$ cat src/rtl/mbcfg_defs.vh
// Constants for the microphone bias and channel one input configuration bank
// Operation
// - Bias level nibble selects 5 V at code 7 to 9 V at 15.
// - Bias level field resets to code 13, an 8 V bias.
// - Bias setup register is page 0 address 3B, resets to D0.
// - Channel one input setup register is page 0 address 3C, resets to 10.
// - Bit 7 picks microphone input at zero, line input at one.
// - Bits 6 to 5 pick differential or single-ended wiring; 2, 3 reserved.
// - Bit 4 picks AC coupling at zero, DC at one; resets to one.
// - Bit 3 cleared selects low swing input range.
// - Bits 2 to 1 pick high SNR or high CMRR mode.
// - Bit 0 enables automatic level control, following the external mode bit.
// - Channel one gain setup register is page 0 address 3D, resets to 0.
`ifndef MBCFG_DEFS_VH
`define MBCFG_DEFS_VH

// Register placement
`define MBCFG_PAGE0 8'h00
`define MBCFG_ADDR_BIAS 8'h3B
`define MBCFG_ADDR_CH1_IN 8'h3C
`define MBCFG_ADDR_CH1_GAIN 8'h3D

// Whole-byte reset values
`define MBCFG_RST_BIAS 8'hD0
`define MBCFG_RST_CH1_IN 8'h10
`define MBCFG_RST_CH1_GAIN 8'h00

// Writable bit masks; cleared bits read as zero
`define MBCFG_WMASK_BIAS 8'hF3
`define MBCFG_WMASK_CH1_IN 8'hFF
`define MBCFG_WMASK_CH1_GAIN 8'hFE

// Read answer for unmapped addresses
`define MBCFG_RD_NONE 8'h00

// Bias setup fields
`define MBCFG_BIAS_LVL_HI 7
`define MBCFG_BIAS_LVL_LO 4
`define MBCFG_BIAS_SPARE_HI 1
`define MBCFG_BIAS_SPARE_LO 0
`define MBCFG_BIAS_MIN_CODE 4'h7
`define MBCFG_BIAS_HALFV_OFS 5'h03

// Channel one input setup fields
`define MBCFG_IN_KIND_BIT 7
`define MBCFG_IN_WIRE_HI 6
`define MBCFG_IN_WIRE_LO 5
`define MBCFG_IN_COUPLE_BIT 4
`define MBCFG_IN_SWING_BIT 3
`define MBCFG_IN_AMP_HI 2
`define MBCFG_IN_AMP_LO 1
`define MBCFG_IN_ALC_BIT 0

// Field codes
`define MBCFG_WIRE_DIFF 2'h0
`define MBCFG_WIRE_SE 2'h1
`define MBCFG_AMP_SNR 2'h0
`define MBCFG_AMP_CMRR 2'h2
`define MBCFG_COUPLE_AC 1'h0

// Channel one gain setup fields
`define MBCFG_GAIN_HI 7
`define MBCFG_GAIN_LO 2
`define MBCFG_GAIN_MAX 6'h2A

`endif

$ cat src/rtl/mbcfg_bank.v
// Microphone bias and channel one input configuration register bank
`timescale 1ns/1ps
`include "mbcfg_defs.vh"
module mbcfg_bank (
    // Clock and reset
    input wire clk_sys,
    input wire reset_n,
    // Control port register access, already decoded from the serial interface
    input wire [7:0] reg_page,
    input wire [7:0] reg_addr,
    input wire reg_wr_en,
    input wire [7:0] reg_wdata,
    input wire reg_rd_en,
    output reg [7:0] reg_rdata_r,
    output reg reg_rvalid_r,
    output wire reg_hit,
    // Mode bit of the automatic level setup register, held elsewhere
    input wire auto_level_mode_in,
    // Microphone bias settings
    output wire [3:0] bias_level_code,
    output reg [4:0] microphone_supply_r,
    output reg bias_level_reserved_r,
    output wire [1:0] bias_spare_bits,
    // Channel one input settings
    output wire ch_one_source_kind,
    output wire [1:0] ch_one_input_wiring,
    output wire ch_one_coupling_select,
    output wire ch_one_swing_select,
    output wire [1:0] ch_one_amp_tradeoff,
    output wire ch_one_auto_level_on,
    output reg ch_one_single_ended_r,
    output reg ch_one_high_cmrr_r,
    output reg ch_one_wiring_reserved_r,
    output reg ch_one_amp_reserved_r,
    // Automatic level control request and misuse flag
    output reg auto_level_run_r,
    output reg auto_level_mode_r,
    output reg auto_level_dc_conflict_r,
    // Channel one gain settings
    output wire [5:0] ch_one_gain_code,
    output wire ch_one_gain_spare,
    output reg ch_one_gain_reserved_r
);

    wire page_ok;
    wire sel_bias;
    wire sel_in;
    wire sel_gain;
    wire [7:0] bias_value;
    wire [7:0] in_value;
    wire [7:0] gain_value;
    reg [7:0] rd_mux;

    // Address decode; only page 0 holds this bank
    assign page_ok = (reg_page == `MBCFG_PAGE0);
    assign sel_bias = page_ok && (reg_addr == `MBCFG_ADDR_BIAS);
    assign sel_in = page_ok && (reg_addr == `MBCFG_ADDR_CH1_IN);
    assign sel_gain = page_ok && (reg_addr == `MBCFG_ADDR_CH1_GAIN);
    assign reg_hit = sel_bias || sel_in || sel_gain;

    // Bias setup: level nibble and spare pair store, bits 3 to 2 stay zero
    mbcfg_reg8 #(
        .RESET_VAL(`MBCFG_RST_BIAS),
        .WMASK(`MBCFG_WMASK_BIAS)
    ) u_bias (
        .clk_sys(clk_sys),
        .reset_n(reset_n),
        .wr_en(reg_wr_en && sel_bias),
        .wdata(reg_wdata),
        .value_r(bias_value)
    );

    // Channel one input setup, every bit writable
    mbcfg_reg8 #(
        .RESET_VAL(`MBCFG_RST_CH1_IN),
        .WMASK(`MBCFG_WMASK_CH1_IN)
    ) u_ch1_in (
        .clk_sys(clk_sys),
        .reset_n(reset_n),
        .wr_en(reg_wr_en && sel_in),
        .wdata(reg_wdata),
        .value_r(in_value)
    );

    // Channel one gain setup; bit 0 reads as zero
    mbcfg_reg8 #(
        .RESET_VAL(`MBCFG_RST_CH1_GAIN),
        .WMASK(`MBCFG_WMASK_CH1_GAIN)
    ) u_ch1_gain (
        .clk_sys(clk_sys),
        .reset_n(reset_n),
        .wr_en(reg_wr_en && sel_gain),
        .wdata(reg_wdata),
        .value_r(gain_value)
    );

    // Field outputs straight from the register flops
    assign bias_level_code = bias_value[`MBCFG_BIAS_LVL_HI:`MBCFG_BIAS_LVL_LO];
    assign bias_spare_bits = bias_value[`MBCFG_BIAS_SPARE_HI:`MBCFG_BIAS_SPARE_LO];
    assign ch_one_source_kind = in_value[`MBCFG_IN_KIND_BIT];
    assign ch_one_input_wiring = in_value[`MBCFG_IN_WIRE_HI:`MBCFG_IN_WIRE_LO];
    assign ch_one_coupling_select = in_value[`MBCFG_IN_COUPLE_BIT];
    assign ch_one_swing_select = in_value[`MBCFG_IN_SWING_BIT];
    assign ch_one_amp_tradeoff = in_value[`MBCFG_IN_AMP_HI:`MBCFG_IN_AMP_LO];
    assign ch_one_auto_level_on = in_value[`MBCFG_IN_ALC_BIT];
    assign ch_one_gain_code = gain_value[`MBCFG_GAIN_HI:`MBCFG_GAIN_LO];
    assign ch_one_gain_spare = gain_value[`MBCFG_GAIN_LO - 1];

    // Read multiplexer; unmapped addresses answer zero
    always @* begin
        if (sel_bias) begin
            rd_mux = bias_value;
        end else if (sel_in) begin
            rd_mux = in_value;
        end else if (sel_gain) begin
            rd_mux = gain_value;
        end else begin
            rd_mux = `MBCFG_RD_NONE;
        end
    end

    // Read answer one cycle after the strobe; a same-cycle write is not yet seen
    always @(posedge clk_sys) begin
        if (!reset_n) begin
            reg_rdata_r <= `MBCFG_RD_NONE;
            reg_rvalid_r <= 1'b0;
        end else begin
            reg_rvalid_r <= reg_rd_en;
            if (reg_rd_en) begin
                reg_rdata_r <= rd_mux;
            end
        end
    end

    // Decoded bias supply in half volts; reserved codes drive zero, not a guess
    always @(posedge clk_sys) begin
        if (!reset_n) begin
            microphone_supply_r <= 5'h00;
            bias_level_reserved_r <= 1'b0;
        end else if (bias_level_code < `MBCFG_BIAS_MIN_CODE) begin
            microphone_supply_r <= 5'h00;
            bias_level_reserved_r <= 1'b1;
        end else begin
            microphone_supply_r <= {1'b0, bias_level_code} + `MBCFG_BIAS_HALFV_OFS;
            bias_level_reserved_r <= 1'b0;
        end
    end

    // Decoded input wiring and amplifier mode, with reserved-code flags
    always @(posedge clk_sys) begin
        if (!reset_n) begin
            ch_one_single_ended_r <= 1'b0;
            ch_one_high_cmrr_r <= 1'b0;
            ch_one_wiring_reserved_r <= 1'b0;
            ch_one_amp_reserved_r <= 1'b0;
        end else begin
            ch_one_single_ended_r <= (ch_one_input_wiring == `MBCFG_WIRE_SE);
            ch_one_wiring_reserved_r <= (ch_one_input_wiring != `MBCFG_WIRE_SE) &&
                (ch_one_input_wiring != `MBCFG_WIRE_DIFF);
            ch_one_high_cmrr_r <= (ch_one_amp_tradeoff == `MBCFG_AMP_CMRR);
            ch_one_amp_reserved_r <= (ch_one_amp_tradeoff != `MBCFG_AMP_CMRR) &&
                (ch_one_amp_tradeoff != `MBCFG_AMP_SNR);
        end
    end

    // Level control request follows the enable; the mode bit is only passed on.
    // Enabling it on a DC-coupled input is flagged, not blocked, so software sees it.
    always @(posedge clk_sys) begin
        if (!reset_n) begin
            auto_level_run_r <= 1'b0;
            auto_level_mode_r <= 1'b0;
            auto_level_dc_conflict_r <= 1'b0;
            ch_one_gain_reserved_r <= 1'b0;
        end else begin
            auto_level_run_r <= ch_one_auto_level_on;
            auto_level_mode_r <= auto_level_mode_in;
            auto_level_dc_conflict_r <= ch_one_auto_level_on &&
                (ch_one_coupling_select != `MBCFG_COUPLE_AC);
            ch_one_gain_reserved_r <= (ch_one_gain_code > `MBCFG_GAIN_MAX);
        end
    end

endmodule

$ cat src/rtl/mbcfg_reg8.v
// One byte configuration register with per-bit write mask and reset value
`timescale 1ns/1ps
module mbcfg_reg8 #(
    parameter [7:0] RESET_VAL = 8'h00,
    parameter [7:0] WMASK = 8'hFF
) (
    // Clock and reset
    input wire clk_sys,
    input wire reset_n,
    // Write side
    input wire wr_en,
    input wire [7:0] wdata,
    // Stored value
    output reg [7:0] value_r
);

    reg [7:0] value_nxt;

    // Masked bits keep their reset value, which is zero for read-only bits
    always @* begin
        value_nxt = value_r;
        if (wr_en) begin
            value_nxt = (wdata & WMASK) | (value_r & ~WMASK);
        end
    end

    // Synchronous active-low reset
    always @(posedge clk_sys) begin
        if (!reset_n) begin
            value_r <= RESET_VAL;
        end else begin
            value_r <= value_nxt;
        end
    end

endmodule

$ cat config.mk
export PLATFORM = sky130hd
export DESIGN_NAME = mbcfg_bank
export DESIGN_NICKNAME = d
export VERILOG_FILES = /design/src/rtl/mbcfg_bank.v /design/src/rtl/mbcfg_reg8.v
export VERILOG_INCLUDE_DIRS = /design/src /design/src/rtl
export SDC_FILE = /design/constraint.sdc
export NUM_CORES = 1
export LEC_CHECK = 0
export BUFFER_PORTS_ARGS = -buffer_cell sky130_fd_sc_hd__buf_2
export CAP_MARGIN = 10
export CORE_ASPECT_RATIO = 0.5
export CORE_UTILIZATION = 47
export DETAILED_ROUTE_END_ITERATION = 6
export PLACE_DENSITY = 0.78
export SLEW_MARGIN = 20
export SYNTH_ARGS = -nofsm -noshare
export SYNTH_HDL_FRONTEND = slang
export SYNTH_SLANG_ARGS = --single-unit
$ cat constraint.sdc
create_clock -name clk_sys -period 1.3 [get_ports clk_sys]
set_input_delay 0.065 -clock clk_sys [delete_from_list [all_inputs] [get_ports clk_sys]]
set_output_delay 0.065 -clock clk_sys [all_outputs]
set_load 0.005 [all_outputs]
Yosys cells after proc, flatten, opt, wreduce, memory -nomap -nowiden
Index checks and enable logic that the tools add are counted.
Storage, ports and cells
  output and inout bits: 45
  input port bits: 29
  word-level logic and storage cells: 47
  register bits after elaboration: 47
Cells by class
  $lt $le $gt $ge: 2
  mux-type cells: 4
  $add $sub $neg: 1
  bitwise gates (word level): 3
  equal/unequal tests: 7
  reductions and logical operators: 15
Operators by type and width (count)
  $eq 8x6->1 const B: 3
  $mux 8: 3
  $logic_and 1x1->1: 9
  $logic_not 8->1: 1
  $or 8x1->8: 1
  $or 8x4->8: 1
  $gt 6x6->1 const B: 1
  $add 4x2->5 const B: 1
  $lt 4x3->1 const B: 1
  $reduce_bool 2->1: 2
  $eq 2x1->1 const B: 1
  $eq 2x2->1 const B: 1
  $logic_or 1x1->1: 2
  $ne 2x1->1 const B: 1
  $ne 2x2->1 const B: 1
  $reduce_or 2->1: 1
  $mux 1: 1
  $not 1->1: 1

Depth between registers and ports, before layout
Gate-level depths: netlist (run 1).
  depth after elaboration: 5
  mapped depth: 6
  depth with buffers taken out: 5

Hierarchy
From an unflattened synthesis (run 1), not the netlist that was laid out.
Second synthesis, totals
  cells, all modules: 182
  area total of the unflattened synthesis: 1958.1 µm²
Modules (own cells, without submodules)
  mbcfg_bank: area an instance 1142.3 µm², times used 1, sequential area each 460.4 µm², cells each 111
  mbcfg_reg8 (u_ch1_in): area an instance 299.0 µm², times used 1, sequential area each 160.2 µm², cells each 25
  mbcfg_reg8 (u_ch1_gain): area an instance 276.5 µm², times used 1, sequential area each 140.1 µm², cells each 24
  mbcfg_reg8 (u_bias): area an instance 240.2 µm², times used 1, sequential area each 120.1 µm², cells each 22

Worst setup path after synthesis (run 1)
OpenSTA, ideal clock, no wires.
  path type: input port to flip-flop
  from: in reg_page[2]
  to: reg u_ch1_gain.value_r[1]
  library setup time: 72 ps
  data required time: 1228 ps
  setup slack: 106 ps
  arrival: 1122 ps
  stages on the path: 6
  cell sequence: nor4_1 -> and4_1 -> buf_6 -> and4_4 -> buf_8 -> mux2i_1
On the way
  word-level cells in the longest chain between the ends: 3
RTL lines
  start, declared: RTL line mbcfg_bank.v:9  | input wire [7:0] reg_page,
  $logic_not 8->1 (no source line)
  $logic_and 1x1->1: RTL line mbcfg_bank.v:58  | assign sel_gain = page_ok && (reg_addr == `MBCFG_ADDR_CH1_GAIN);
  $logic_and 1x1->1: RTL line mbcfg_bank.v:92  | .wr_en(reg_wr_en && sel_gain),
  end signal, assigned: RTL line mbcfg_reg8.v:32  | value_r <= value_nxt;
  end, declared: RTL line mbcfg_reg8.v:14  | output reg [7:0] value_r
Every way passes these cells.
A chain may end at the register's enable or synchronous reset.

Worst setup path after layout (run 1)
  from: in reg_page[2]
  to: out reg_hit
On the way
  word-level cells in the longest chain between the ends: 4
RTL lines
  $logic_not 8->1 (no source line) *
  $logic_and 1x1->1, on equally long branches: RTL line mbcfg_bank.v:56, mbcfg_bank.v:57
  $logic_or 1x1->1: RTL line mbcfg_bank.v:59  | assign reg_hit = sel_bias || sel_in || sel_gain;
  $logic_or 1x1->1 *: RTL line mbcfg_bank.v:59
  end, declared: RTL line mbcfg_bank.v:16  | output wire reg_hit,
Every way passes the cells marked *; elsewhere a longest branch is shown, timed or not.

==> results of run 1 <==
[per-layer routing]
layer  vias up  routed length, um  global-route usage, %
met5         -                  0                      0
met4         0                 33                  4.762
met3         5                287                  5.072
met2        61               1819                  34.31
met1       682               2089                  31.43
li1        772                  -                      -
[worst min path at each step]
| stage | cells past startpoint | endpoint | from | slack (ps) |
|---|---|---|---|---|
| floorplan | 1 | auto_level_mode_r | auto_level_mode_in | 190 |
| global placement | 2 | auto_level_mode_r | auto_level_mode_in | 280 |
| detailed placement | 2 | auto_level_mode_r | auto_level_mode_in | 280 |
| CTS | 2 | reg_rvalid_r | reset_n | 40 |
| global route | 3 | u_ch1_gain.value_r[4] | reg_wdata[4] | 50 |
| finish | 2 | reg_rvalid_r | reset_n | 40 |
[registers in the layout, indices dropped and copies added, names as in the netlist, 5 cells and up]
signal	flops
microphone_supply_r	5
u_ch1_gain.value_r	7
reg_rdata_r	8
u_bias.value_r	6
u_ch1_in.value_r	8
[cell families after synthesis]
group | count (synthesis) | synth area share, %
AO/OA/AOI/OAI | 23 | 9.551
multiplexers | 27 | 15.31
adder cells (fa/ha/maj) | 2 | 1.404
flip-flops | 44 | 49.44
XOR/XNOR | 1 | 0.4917
AND/OR/NAND/NOR | 66 | 18.47
buffers and inverters | 17 | 5.337
[repair_timing]
action                                 in CTS  in global routing
hold buffers                                1                  0
gates resized for setup                     0                  1
setup endpoints to repair                   0                  1
endpoints found under the hold margin       1                  0
[power by group through the flow]
stage               combinational (uW)  sequential [uW]  clock, uW
global route                       158             1350        860
global placement                   137             1380          0
CTS                                142             1350        809
floorplan                         62.2             1390          0
detailed placement                 139             1380          0
finish                             144             1350        789
[cell usage after synthesis, types with 3 or more instances]
| cell | number |
|---|---|
| nor2_1 | 13 |
| clkbuf_1 | 5 |
| dfxtp_1 | 44 |
| inv_1 | 7 |
| nand2_1 | 29 |
| and2_1 | 3 |
| nand2b_1 | 3 |
| nand4_1 | 3 |
| o2bb2ai_1 | 3 |
| a22o_1 | 6 |
| mux2i_1 | 25 |
| a21oi_1 | 5 |
[through the flow]
| step | instance area [um^2] | setup TNS (ps) | total power [uW] | hold WS [ps] | setup slack [ps] |
|---|---|---|---|---|---|
| floorplan | 1782 | 0 | 1447 | 192.3 | 106.2 |
| detailed placement | 2195 | -1094 | 1523 | 280.1 | -83.05 |
| finish | 2283 | 0 | 2285 | 42.96 | 121.2 |
| global route | 2283 | 0 | 2370 | 51.65 | 35.30 |
| global placement | 2195 | -122.2 | 1520 | 278.2 | -17.62 |
| CTS | 2282 | 0 | 2303 | 37.16 | 105.1 |
[layout make-up]
type                       count  area (um^2)
tap                           51        63.81
timing repair buffer          81        427.9
sequential                    44        880.8
multi-input combinational    119        807.0
clock buffer                   6        72.57
fill                         326         1245
clock inverter                 1        5.005
inverter                       7        26.28
==> metrics.yaml, run 1 <==
outcome:
  run_status: "finished, final reports clean"
cells_and_area:
  final_cell_mix: "buf_2, dfxtp_1, nand2_1"
  nNetsFinal: 289
  finalNonFillerCells: 309
  layout-drive-gt1-share_pct: 36.05
  post-route-util_pct: 64.72
  diodes: 0
  areaGrowthSynthToFinish_pct: 28.16
  layout_commonest_cell: "buf_2"
clock_tree:
  htreeDepth: 2
  clock_latency_ps: 290
  clockBufferDepth: 2
  cts_tree: "done"
  cts_root_buffer: "clkbuf_8"
  cts_made_buffers: 5
  clk_pin_slew_ps: 70
  clock-sinks: 44
  cts_setup_buffers: 0
timing:
  rsz0062_at_grt: "no"
  fmax_ghz: 0.8483
  setup_viol: 0
  timing.slew.headroom_pct: 75.77
  tightestPinTransition_ps: 362.1
  fin_skew_ps: 2.788
  finalHoldViolations: 0
  slew_viol_final: 0
  period_share_pct: 90.67
  layout_min_cycle_time_ps: 1179
critical_path:
  critPathMaxFanout: 7
  r2r-end: "microphone_supply_r[3]"
  endpoint: "reg_hit"
  path_buf_inv: 3
  startpoint_type: "input pin"
  cp_slowest_cell: "and4_2"
  worstReg2RegStart: "u_bias.value_r[4]"
  critical_path_arrival_ps: 1110
  path_class: "in2out"
  crit_chain: "buf_2 -> nor4_1 -> and4_2 -> buf_4 -> o21a_1 -> buf_2"
  cpLargestDelayFamily: "simple AND/OR/NAND/NOR gates"
  setup.worst_path.start: "reg_page[2]"
  critPathRequiredTime_ps: 1240
  end_kind: "output port"
  reg2regPathDepth: 5
  cpMostUsedCell: "buf_2"
  cpPeakStageDelay_ps: 320
  rrSetupSlack_ps: 190
  cp.depth: 6
flow_run:
  drv_cap: 0
drt:
  wl_per_cell_um: 13.69
  drt_iter0_drc: 89
  vias_per_cell: 4.919
  totalWireLength_um: 4229
  via_count: 1520
  firstDrtPassIters: 4
  drc: 0
  ant_nets: 0
yosys:
  synth_top_area_share_pct: 49.44
  async_flop_share_pct: 0
  syn_inst: 180
  synth-edff-count: 0
  synth_area_leader_cell: "dfxtp_1"
  syn_area_mm2: 0.001782
  avgSynthCellArea_um2: 9.898
  synth.net_count: 211
  yosysWarnings: 0
  yosysSeqAreaShare_pct: 49.44
  synthDistinctLibCells: 37
  synthFlopType: "dfxtp_1"
  synth_area_leaders: "dfxtp_1, mux2i_1, nand2_1"
  yosys_register_bits: 44
grt:
  track_usage_pct: 21.99
  grt_pass1_wl_um: 6527
  grt-ovfl-total: 0
  grt_max_degree: 30
  antenna_found_initial: 0
  grt_pass1_vias: 1352
die:
  die_area_mm2: 0.004056
  rows: 15
  io_pins: 74
  die_h_um: 45.54
  core_region_area_mm2: 0.003528
  die_w_um: 89.08
  start_util_pct: 50.50
placed_design:
  hpwlAfterDp_um: 3233
  io_buffers: 73
  numPlacedInstances: 301
  gp_congestion: 0.8762
pwr:
  peakVddDrop_mv: 0.5580
  switching_share_pct: 22.10
  p_switching_uw: 505.0
  seq_power_share_pct: 59.2
  power_frac_comb_pct: 6.3
  p_int_uw: 1780
  clkPwrFrac_pct: 34.5
  p_leak_uw: 0.001157
  power_density_mw_per_mm2: 1001
worst_hold_path:
  hold_path.class: "in2reg"
(Power assumes the default switching activity.)
==> run 2, diff against run 1 <==
- ABC_CLOCK_PERIOD_IN_PS: default -> 1300
- CORE_UTILIZATION: 47 -> 48
- SYNTH_HIERARCHICAL: default -> 1
==> run 2 against run 1 <==
  * Wire length increased by 8.0%
  * Critical path depth up 2
  * Combinational power rose by 51%
  * Global-route usage fell by 0.65 points
  * Clock-buffer cell count shrank 1
==> metrics.yaml, run 2 <==
yosys:
  synth_top_area_share_pct: 44.98  # -4.5 points
  async_flop_share_pct: 0  # unchanged
  synthDistinctLibCells: 36  # -2.7%
  avgSynthCellArea_um2: 10.76  # +8.7%
  yosysWarnings: 6  # +6
  synth_area_leader_cell: "dfxtp_1"
  syn_inst: 182  # +1.1%
  syn_area_mm2: 0.001958  # +9.9%
  synthTopCellsByCount: "dfxtp_1, mux2i_1, nor2b_1"
  synthFlopType: "dfxtp_1"
  yosys_register_bits: 44  # unchanged
  synth.most_common_cell: "dfxtp_1"
  synth_area_leaders: "dfxtp_1, mux2i_1, nor2b_1"
  yosysSeqAreaShare_pct: 44.98  # -4.5 points
  synth-edff-count: 0  # unchanged
critical_path:
  cpPeakStageDelay_ps: 280  # -40 ps
  r2r-end: "microphone_supply_r[2]"
  end_kind: "register"
  critical_path_arrival_ps: 1470  # +360 ps
  startpoint_type: "input pin"
  cpLargestDelayFamily: "simple AND/OR/NAND/NOR gates"
  crit_chain: "buf_6 -> nor4b_4 -> and4_4 -> nand4b_1 -> nor2_1 -> buf_4 -> mux2i_1 -> nor2b_1"
  critPathMaxFanout: 7  # unchanged
  path_buf_inv: 2  # -1
  reg2regPathDepth: 4  # -1
  cp.depth: 8  # +2
  endpoint: "u_ch1_gain/value_r[7]"
  setup.worst_path.start: "reg_page[3]"
  worstReg2RegStart: "u_bias/value_r[5]"
  rrSetupSlack_ps: 100  # -90 ps
  critPathRequiredTime_ps: 1490  # +250 ps
  path_class: "in2reg"
  cp_slowest_cell: "nor4b_4"
cells_and_area:
  fillers: 305  # -6.4%
  diodes: 0  # unchanged
  finalNonFillerCells: 323  # +4.5%
  post-route-util_pct: 70.53  # +5.8 points
  nNetsFinal: 302  # +4.5%
  areaGrowthSynthToFinish_pct: 31.82
  layout-drive-gt1-share_pct: 39.71  # +3.7 points
  final_cell_mix: "buf_2, dfxtp_1, mux2i_1"
  layout_commonest_cell: "buf_2"
  reg_top3: "reg_rdata_r x8, u_ch1_in/value_r x8, u_ch1_gain/value_r x7"
clock_tree:
  cts_tree: "done"
  clockBufferDepth: 2  # unchanged
  clk_pin_slew_ps: 80  # about the same
  htreeDepth: 2  # unchanged
  clock_latency_ps: 300  # about the same
  cts_made_buffers: 5  # unchanged
  cts_root_buffer: "clkbuf_8"
  clock-sinks: 44  # unchanged
die:
  start_util_pct: 53.50  # +3.0 points
  core_region_area_mm2: 0.003660  # +3.7%
  die_area_mm2: 0.004355  # +7.4%
  rows: 15  # unchanged
  io_pins: 74  # unchanged
  die_w_um: 92.33  # +3.6%
  die_h_um: 47.17  # +3.6%
pwr:
  p_leak_uw: 0.001214  # +4.9%
  power_density_mw_per_mm2: 945.0  # -5.6%
  peakVddDrop_mv: 0.6932  # +24%
  seq_power_share_pct: 56.2  # -3.0 points
  clkPwrFrac_pct: 34.9  # +0.4 points
  p_int_uw: 1855  # +4.2%
  p_switching_uw: 584.5  # +16%
  switching_share_pct: 23.96  # +1.9 points
  power_frac_comb_pct: 8.9  # +2.6 points
drt:
  drc: 0  # unchanged
  ant_nets: 0  # unchanged
  totalWireLength_um: 4567  # +8.0%
  drt_iter0_drc: 60  # -33%
  vias_per_cell: 5.093  # +3.5%
  firstDrtPassIters: 4  # unchanged
  wl_per_cell_um: 14.14  # +3.3%
  via_count: 1645  # +8.2%
grt:
  track_usage_pct: 21.34  # -0.65 points
  grt_pass1_wl_um: 6810  # +4.3%
  grt_pass1_vias: 1432  # +5.9%
  grt_max_degree: 24  # -20%
  antenna_found_initial: 0  # unchanged
  grt-ovfl-total: 0  # unchanged
timing:
  period_share_pct: 98.56  # +7.9 points
  finalHoldViolations: 0  # unchanged
  setup_slack_ps: 18.77  # -102.5 ps
  slew_viol_final: 0  # unchanged
  fmax_ghz: 0.7805  # -8.0%
  fin_skew_ps: 6.829  # +4.041 ps
  layout_min_cycle_time_ps: 1281  # +102.5 ps
  setup_viol: 0  # unchanged
  hold_ws_ps: 38.05  # -4.911 ps
  rsz0062_at_grt: "yes"
flow_run:
  drv_cap: 0  # unchanged
placed_design:
  io_buffers: 73  # unchanged
  gp_congestion: 0.7907  # -9.8%
  hpwlAfterDp_um: 3387  # +4.8%
  place_ws_ps: -313.6  # -230.6 ps
  numPlacedInstances: 313  # +4.0%
outcome:
  run_status: "finished, final reports clean"
worst_hold_path:
  hold_path.class: "in2reg"
## run 2: cell type report
cell class | instances | area [um^2] | share of cell area [%]
Multi-Input combinational cell | 125 | 1001 | 38.78
Sequential cell | 44 | 882.1 | 34.17
Timing Repair Buffer | 92 | 535.5 | 20.75
Clock buffer | 5 | 68.82 | 2.666
Tap cell | 51 | 63.81 | 2.472
Clock inverter | 3 | 18.77 | 0.7271
Inverter | 3 | 11.26 | 0.4363
## run 2: logic make-up (layout without fill, tap and decap cells)
group,after synthesis,in the layout,share of synthesized area (%)
AND/OR/NAND/NOR,59,59,21.21
flip-flops,44,44,44.98
AO/OA/AOI/OAI,32,32,12.78
multiplexers,29,29,14.82
buffers and inverters,14,103,4.536
adder cells (fa/ha/maj),2,2,1.278
other,2,3,0.3835
## run 2: how the worst min path moves through the flow
stage                                  start             endpoint  slack [ps]  cells past startpoint
after CTS                       reg_wdata[4]    u_bias/value_r[4]          20                      3
after floorplan                      reset_n    u_bias/value_r[4]         130                      1
final                           reg_wdata[4]    u_bias/value_r[4]          40                      3
after detailed placement  auto_level_mode_in    auto_level_mode_r         290                      2
after global routing            reg_wdata[4]  u_ch1_in/value_r[4]          40                      3
after global placement    auto_level_mode_in    auto_level_mode_r         280                      2
## run 2: metrics by stage
step           cell area, um^2  setup TNS (ps)  power, uW
2_1_floorplan             1962           -1242       1499
3_3_place_gp              2441           -5382       1600
3_5_place_dp              2441           -6309       1606
4_1_cts                   2557               0       2453
5_1_grt                   2581          -889.4       2536
6_report                  2581               0       2439
## run 2: repair_timing
item,in CTS,in global routing
resized for setup,3,4
hold endpoints to repair,1,0
setup buffers,0,1
hold buffers,1,0
pin swaps,5,4
setup endpoints to repair,4,16
## run 2: power groups by stage
stage | registers [uW] | logic, uW | clock network, uW
floorplan | 1400 | 95.3 | 0
global placement | 1400 | 198 | 0
detailed placement | 1400 | 203 | 0
CTS | 1370 | 212 | 871
global route | 1370 | 235 | 928
finish | 1370 | 217 | 852
## run 2: metal layers
layer	global-route usage [%]	share of wire, %	vias to the layer above
met5	0	0	-
met3	6.634	8.0	4
li1	-	-	819
met4	6.563	0.57	0
met1	28.35	48	755
met2	34.22	43	67
## run 2: worst reg2reg max path, delay by kind of cell, from the launching register on
family | cells | cell delay [ps]
buffers and inverters | 1 | 60
AND/OR/NAND/NOR | 1 | 350
adder cells (fa/ha/maj) | 1 | 200
AO/OA/AOI/OAI | 1 | 140
flip-flops | 1 | 390
==> run 3, diff against run 2 <==
- CORE_UTILIZATION: 48 -> 47
- MAX_ROUTING_LAYER: default -> met4
- SYNTH_HIERARCHICAL: 1 -> default
==> run 3 against run 2 <==
  * Die area decreased by 6.9%
  * Largest cell class is now flip-flops and latches
  * Critical endpoint is now reg_hit
  * Fmax is 8.5% higher
  * Non-clock buffer count decreased by 11
  * Clock skew shrank 4.0 ps
  * Total power shrank 6.2%
==> metrics.yaml, run 3 (same netlist as run 1, synthesis figures left out) <==
clock_tree:
  cts_made_buffers: 5  # unchanged
  clockBufferDepth: 2  # unchanged
  cts_setup_buffers: 0  # unchanged
  cts_root_buffer: "clkbuf_8"
  clock_latency_ps: 290  # about the same
  clk_pin_slew_ps: 80  # about the same
  cts_tree: "done"
  htreeDepth: 2  # unchanged
  clock-sinks: 44  # unchanged
drt:
  drc: 0  # unchanged
  drt_iter0_drc: 94  # +57%
  ant_nets: 0  # unchanged
  top_layer_used: "met4"
  vias_per_cell: 4.951  # -2.8%
  via_count: 1530  # -7.0%
  m1WireLength_um: 2077  # -6.0%
  firstDrtPassIters: 4  # unchanged
  wl_met3_um: 279  # -24%
  totalWireLength_um: 4241  # -7.1%
  wl_met2_um: 1855  # -5.5%
  wl_per_cell_um: 13.72  # -2.9%
flow_run:
  drv_cap: 0  # unchanged
cells_and_area:
  reg_top3: "reg_rdata_r x8, u_ch1_in.value_r x8, u_ch1_gain.value_r x7"
  areaGrowthSynthToFinish_pct: 28.16
  finalNonFillerCells: 309  # -4.3%
  layout_commonest_cell: "buf_2"
  layout-drive-gt1-share_pct: 36.05  # -3.7 points
  final_cell_mix: "buf_2, dfxtp_1, nand2_1"
  diodes: 0  # unchanged
  post-route-util_pct: 64.72  # -5.8 points
  nNetsFinal: 289  # -4.3%
critical_path:
  startpoint_type: "input pin"
  rrSetupSlack_ps: 190  # +90 ps
  cpMostUsedCell: "buf_2"
  setup.worst_path.start: "reg_page[2]"
  critPathRequiredTime_ps: 1240  # -250 ps
  path_class: "in2out"
  critical_path_arrival_ps: 1120  # -350 ps
  worstReg2RegStart: "u_bias.value_r[4]"
  reg2regPathDepth: 5  # +1
  cp_slowest_cell: "and4_2"
  critPathMaxFanout: 7  # unchanged
  crit_chain: "buf_2 -> nor4_1 -> and4_2 -> buf_4 -> o21a_1 -> buf_2"
  end_kind: "output port"
  path_buf_inv: 3  # +1
  cpPeakStageDelay_ps: 320  # +40 ps
  cpLargestDelayFamily: "simple AND/OR/NAND/NOR gates"
  r2r-end: "microphone_supply_r[3]"
die:
  die_w_um: 89.08  # -3.5%
  start_util_pct: 50.50  # -3.0 points
  die_h_um: 45.54  # -3.5%
  io_pins: 74  # unchanged
  rows: 15  # unchanged
  die_area_mm2: 0.004056  # -6.9%
  core_region_area_mm2: 0.003528  # -3.6%
timing:
  setup_viol: 0  # unchanged
  period_share_pct: 90.80  # -7.8 points
  slew_viol_final: 0  # unchanged
  fmax_ghz: 0.8472  # +8.5%
  timing.slew.headroom_pct: 75.73
  hold_ws_ps: 44.25  # +6.199 ps
  fin_skew_ps: 2.815  # -4.014 ps
  layout_min_cycle_time_ps: 1180  # -100.9 ps
  rsz0062_at_grt: "no"
  tightestPinTransition_ps: 362.7
  finalHoldViolations: 0  # unchanged
worst_hold_path:
  hold_depth: 3  # unchanged
  min_from: "reg_wdata[4]"
  hold_path.class: "in2reg"
  hold_end: "u_ch1_gain.value_r[4]"
grt:
  antenna_found_initial: 0  # unchanged
  grt_pass1_vias: 1359  # -5.1%
  grt_pass1_wl_um: 6513  # -4.4%
  track_usage_pct: 22.69  # +1.3 points
  grt-ovfl-total: 0  # unchanged
  grt_max_degree: 30  # +25%
placed_design:
  io_buffers: 73  # unchanged
  hpwlAfterDp_um: 3233  # -4.6%
  gp_congestion: 0.8906  # +13%
  numPlacedInstances: 301  # -3.8%
pwr:
  peakVddDrop_mv: 0.5612  # -19%
  power_density_mw_per_mm2: 1002  # +6.0%
  p_leak_uw: 0.001157  # -4.7%
  power_uw: 2287  # -6.2%
outcome:
  run_status: "finished, final reports clean"
[run 3: repair_timing]
action	CTS	global route
hold buffers	1	0
resized for setup	0	1
hold endpoints to repair	1	0
setup endpoints to repair	0	1
[run 3: per-layer routing]
metal | GRT usage [%] | up-vias
met5 | - | -
met4 | 4.762 | 0
met3 | 4.891 | 4
met2 | 34.31 | 58
met1 | 31.54 | 692
li1 | - | 776
[run 3: worst max path at each step]
stage | end | cells after the start
finish | reg_hit | 6
CTS | reg_hit | 6
detailed placement | u_ch1_in.value_r[3] | 5
global placement | u_ch1_in.value_r[4] | 5
floorplan | u_ch1_gain.value_r[1] | 6
global route | reg_hit | 6
[run 3: worst register-to-register path, cell delays in order (launching register included)]
cell     delay, ps
dfxtp_1        320
buf_4          150
ha_1           220
nor3b_1        140
a21oi_1        130
nor2_1          50
[run 3: through the flow]
step	TNS [ps]	setup slack [ps]	instance area, um^2
floorplan	0	106.2	1782
global placement	-122.2	-17.62	2195
detailed placement	-1094	-83.05	2195
CTS	0	105.1	2282
global route	0	35.30	2283
finish	0	119.6	2283
[run 3: layout make-up]
cell class / count / area (um^2)
repair buffers: 81 / 427.9
inverters: 7 / 26.28
clock inverters: 1 / 5.005
well taps: 51 / 63.81
fillers: 326 / 1245
clock buffers: 6 / 72.57
flip-flops and latches: 44 / 880.8
multi-input cells: 119 / 807.0
[run 3: power by group]
part / switching [uW] / internal, uW
registers: 0.741 / 1350
logic: 80.2 / 63.1
clock network: 427 / 365
total: 508 / 1780
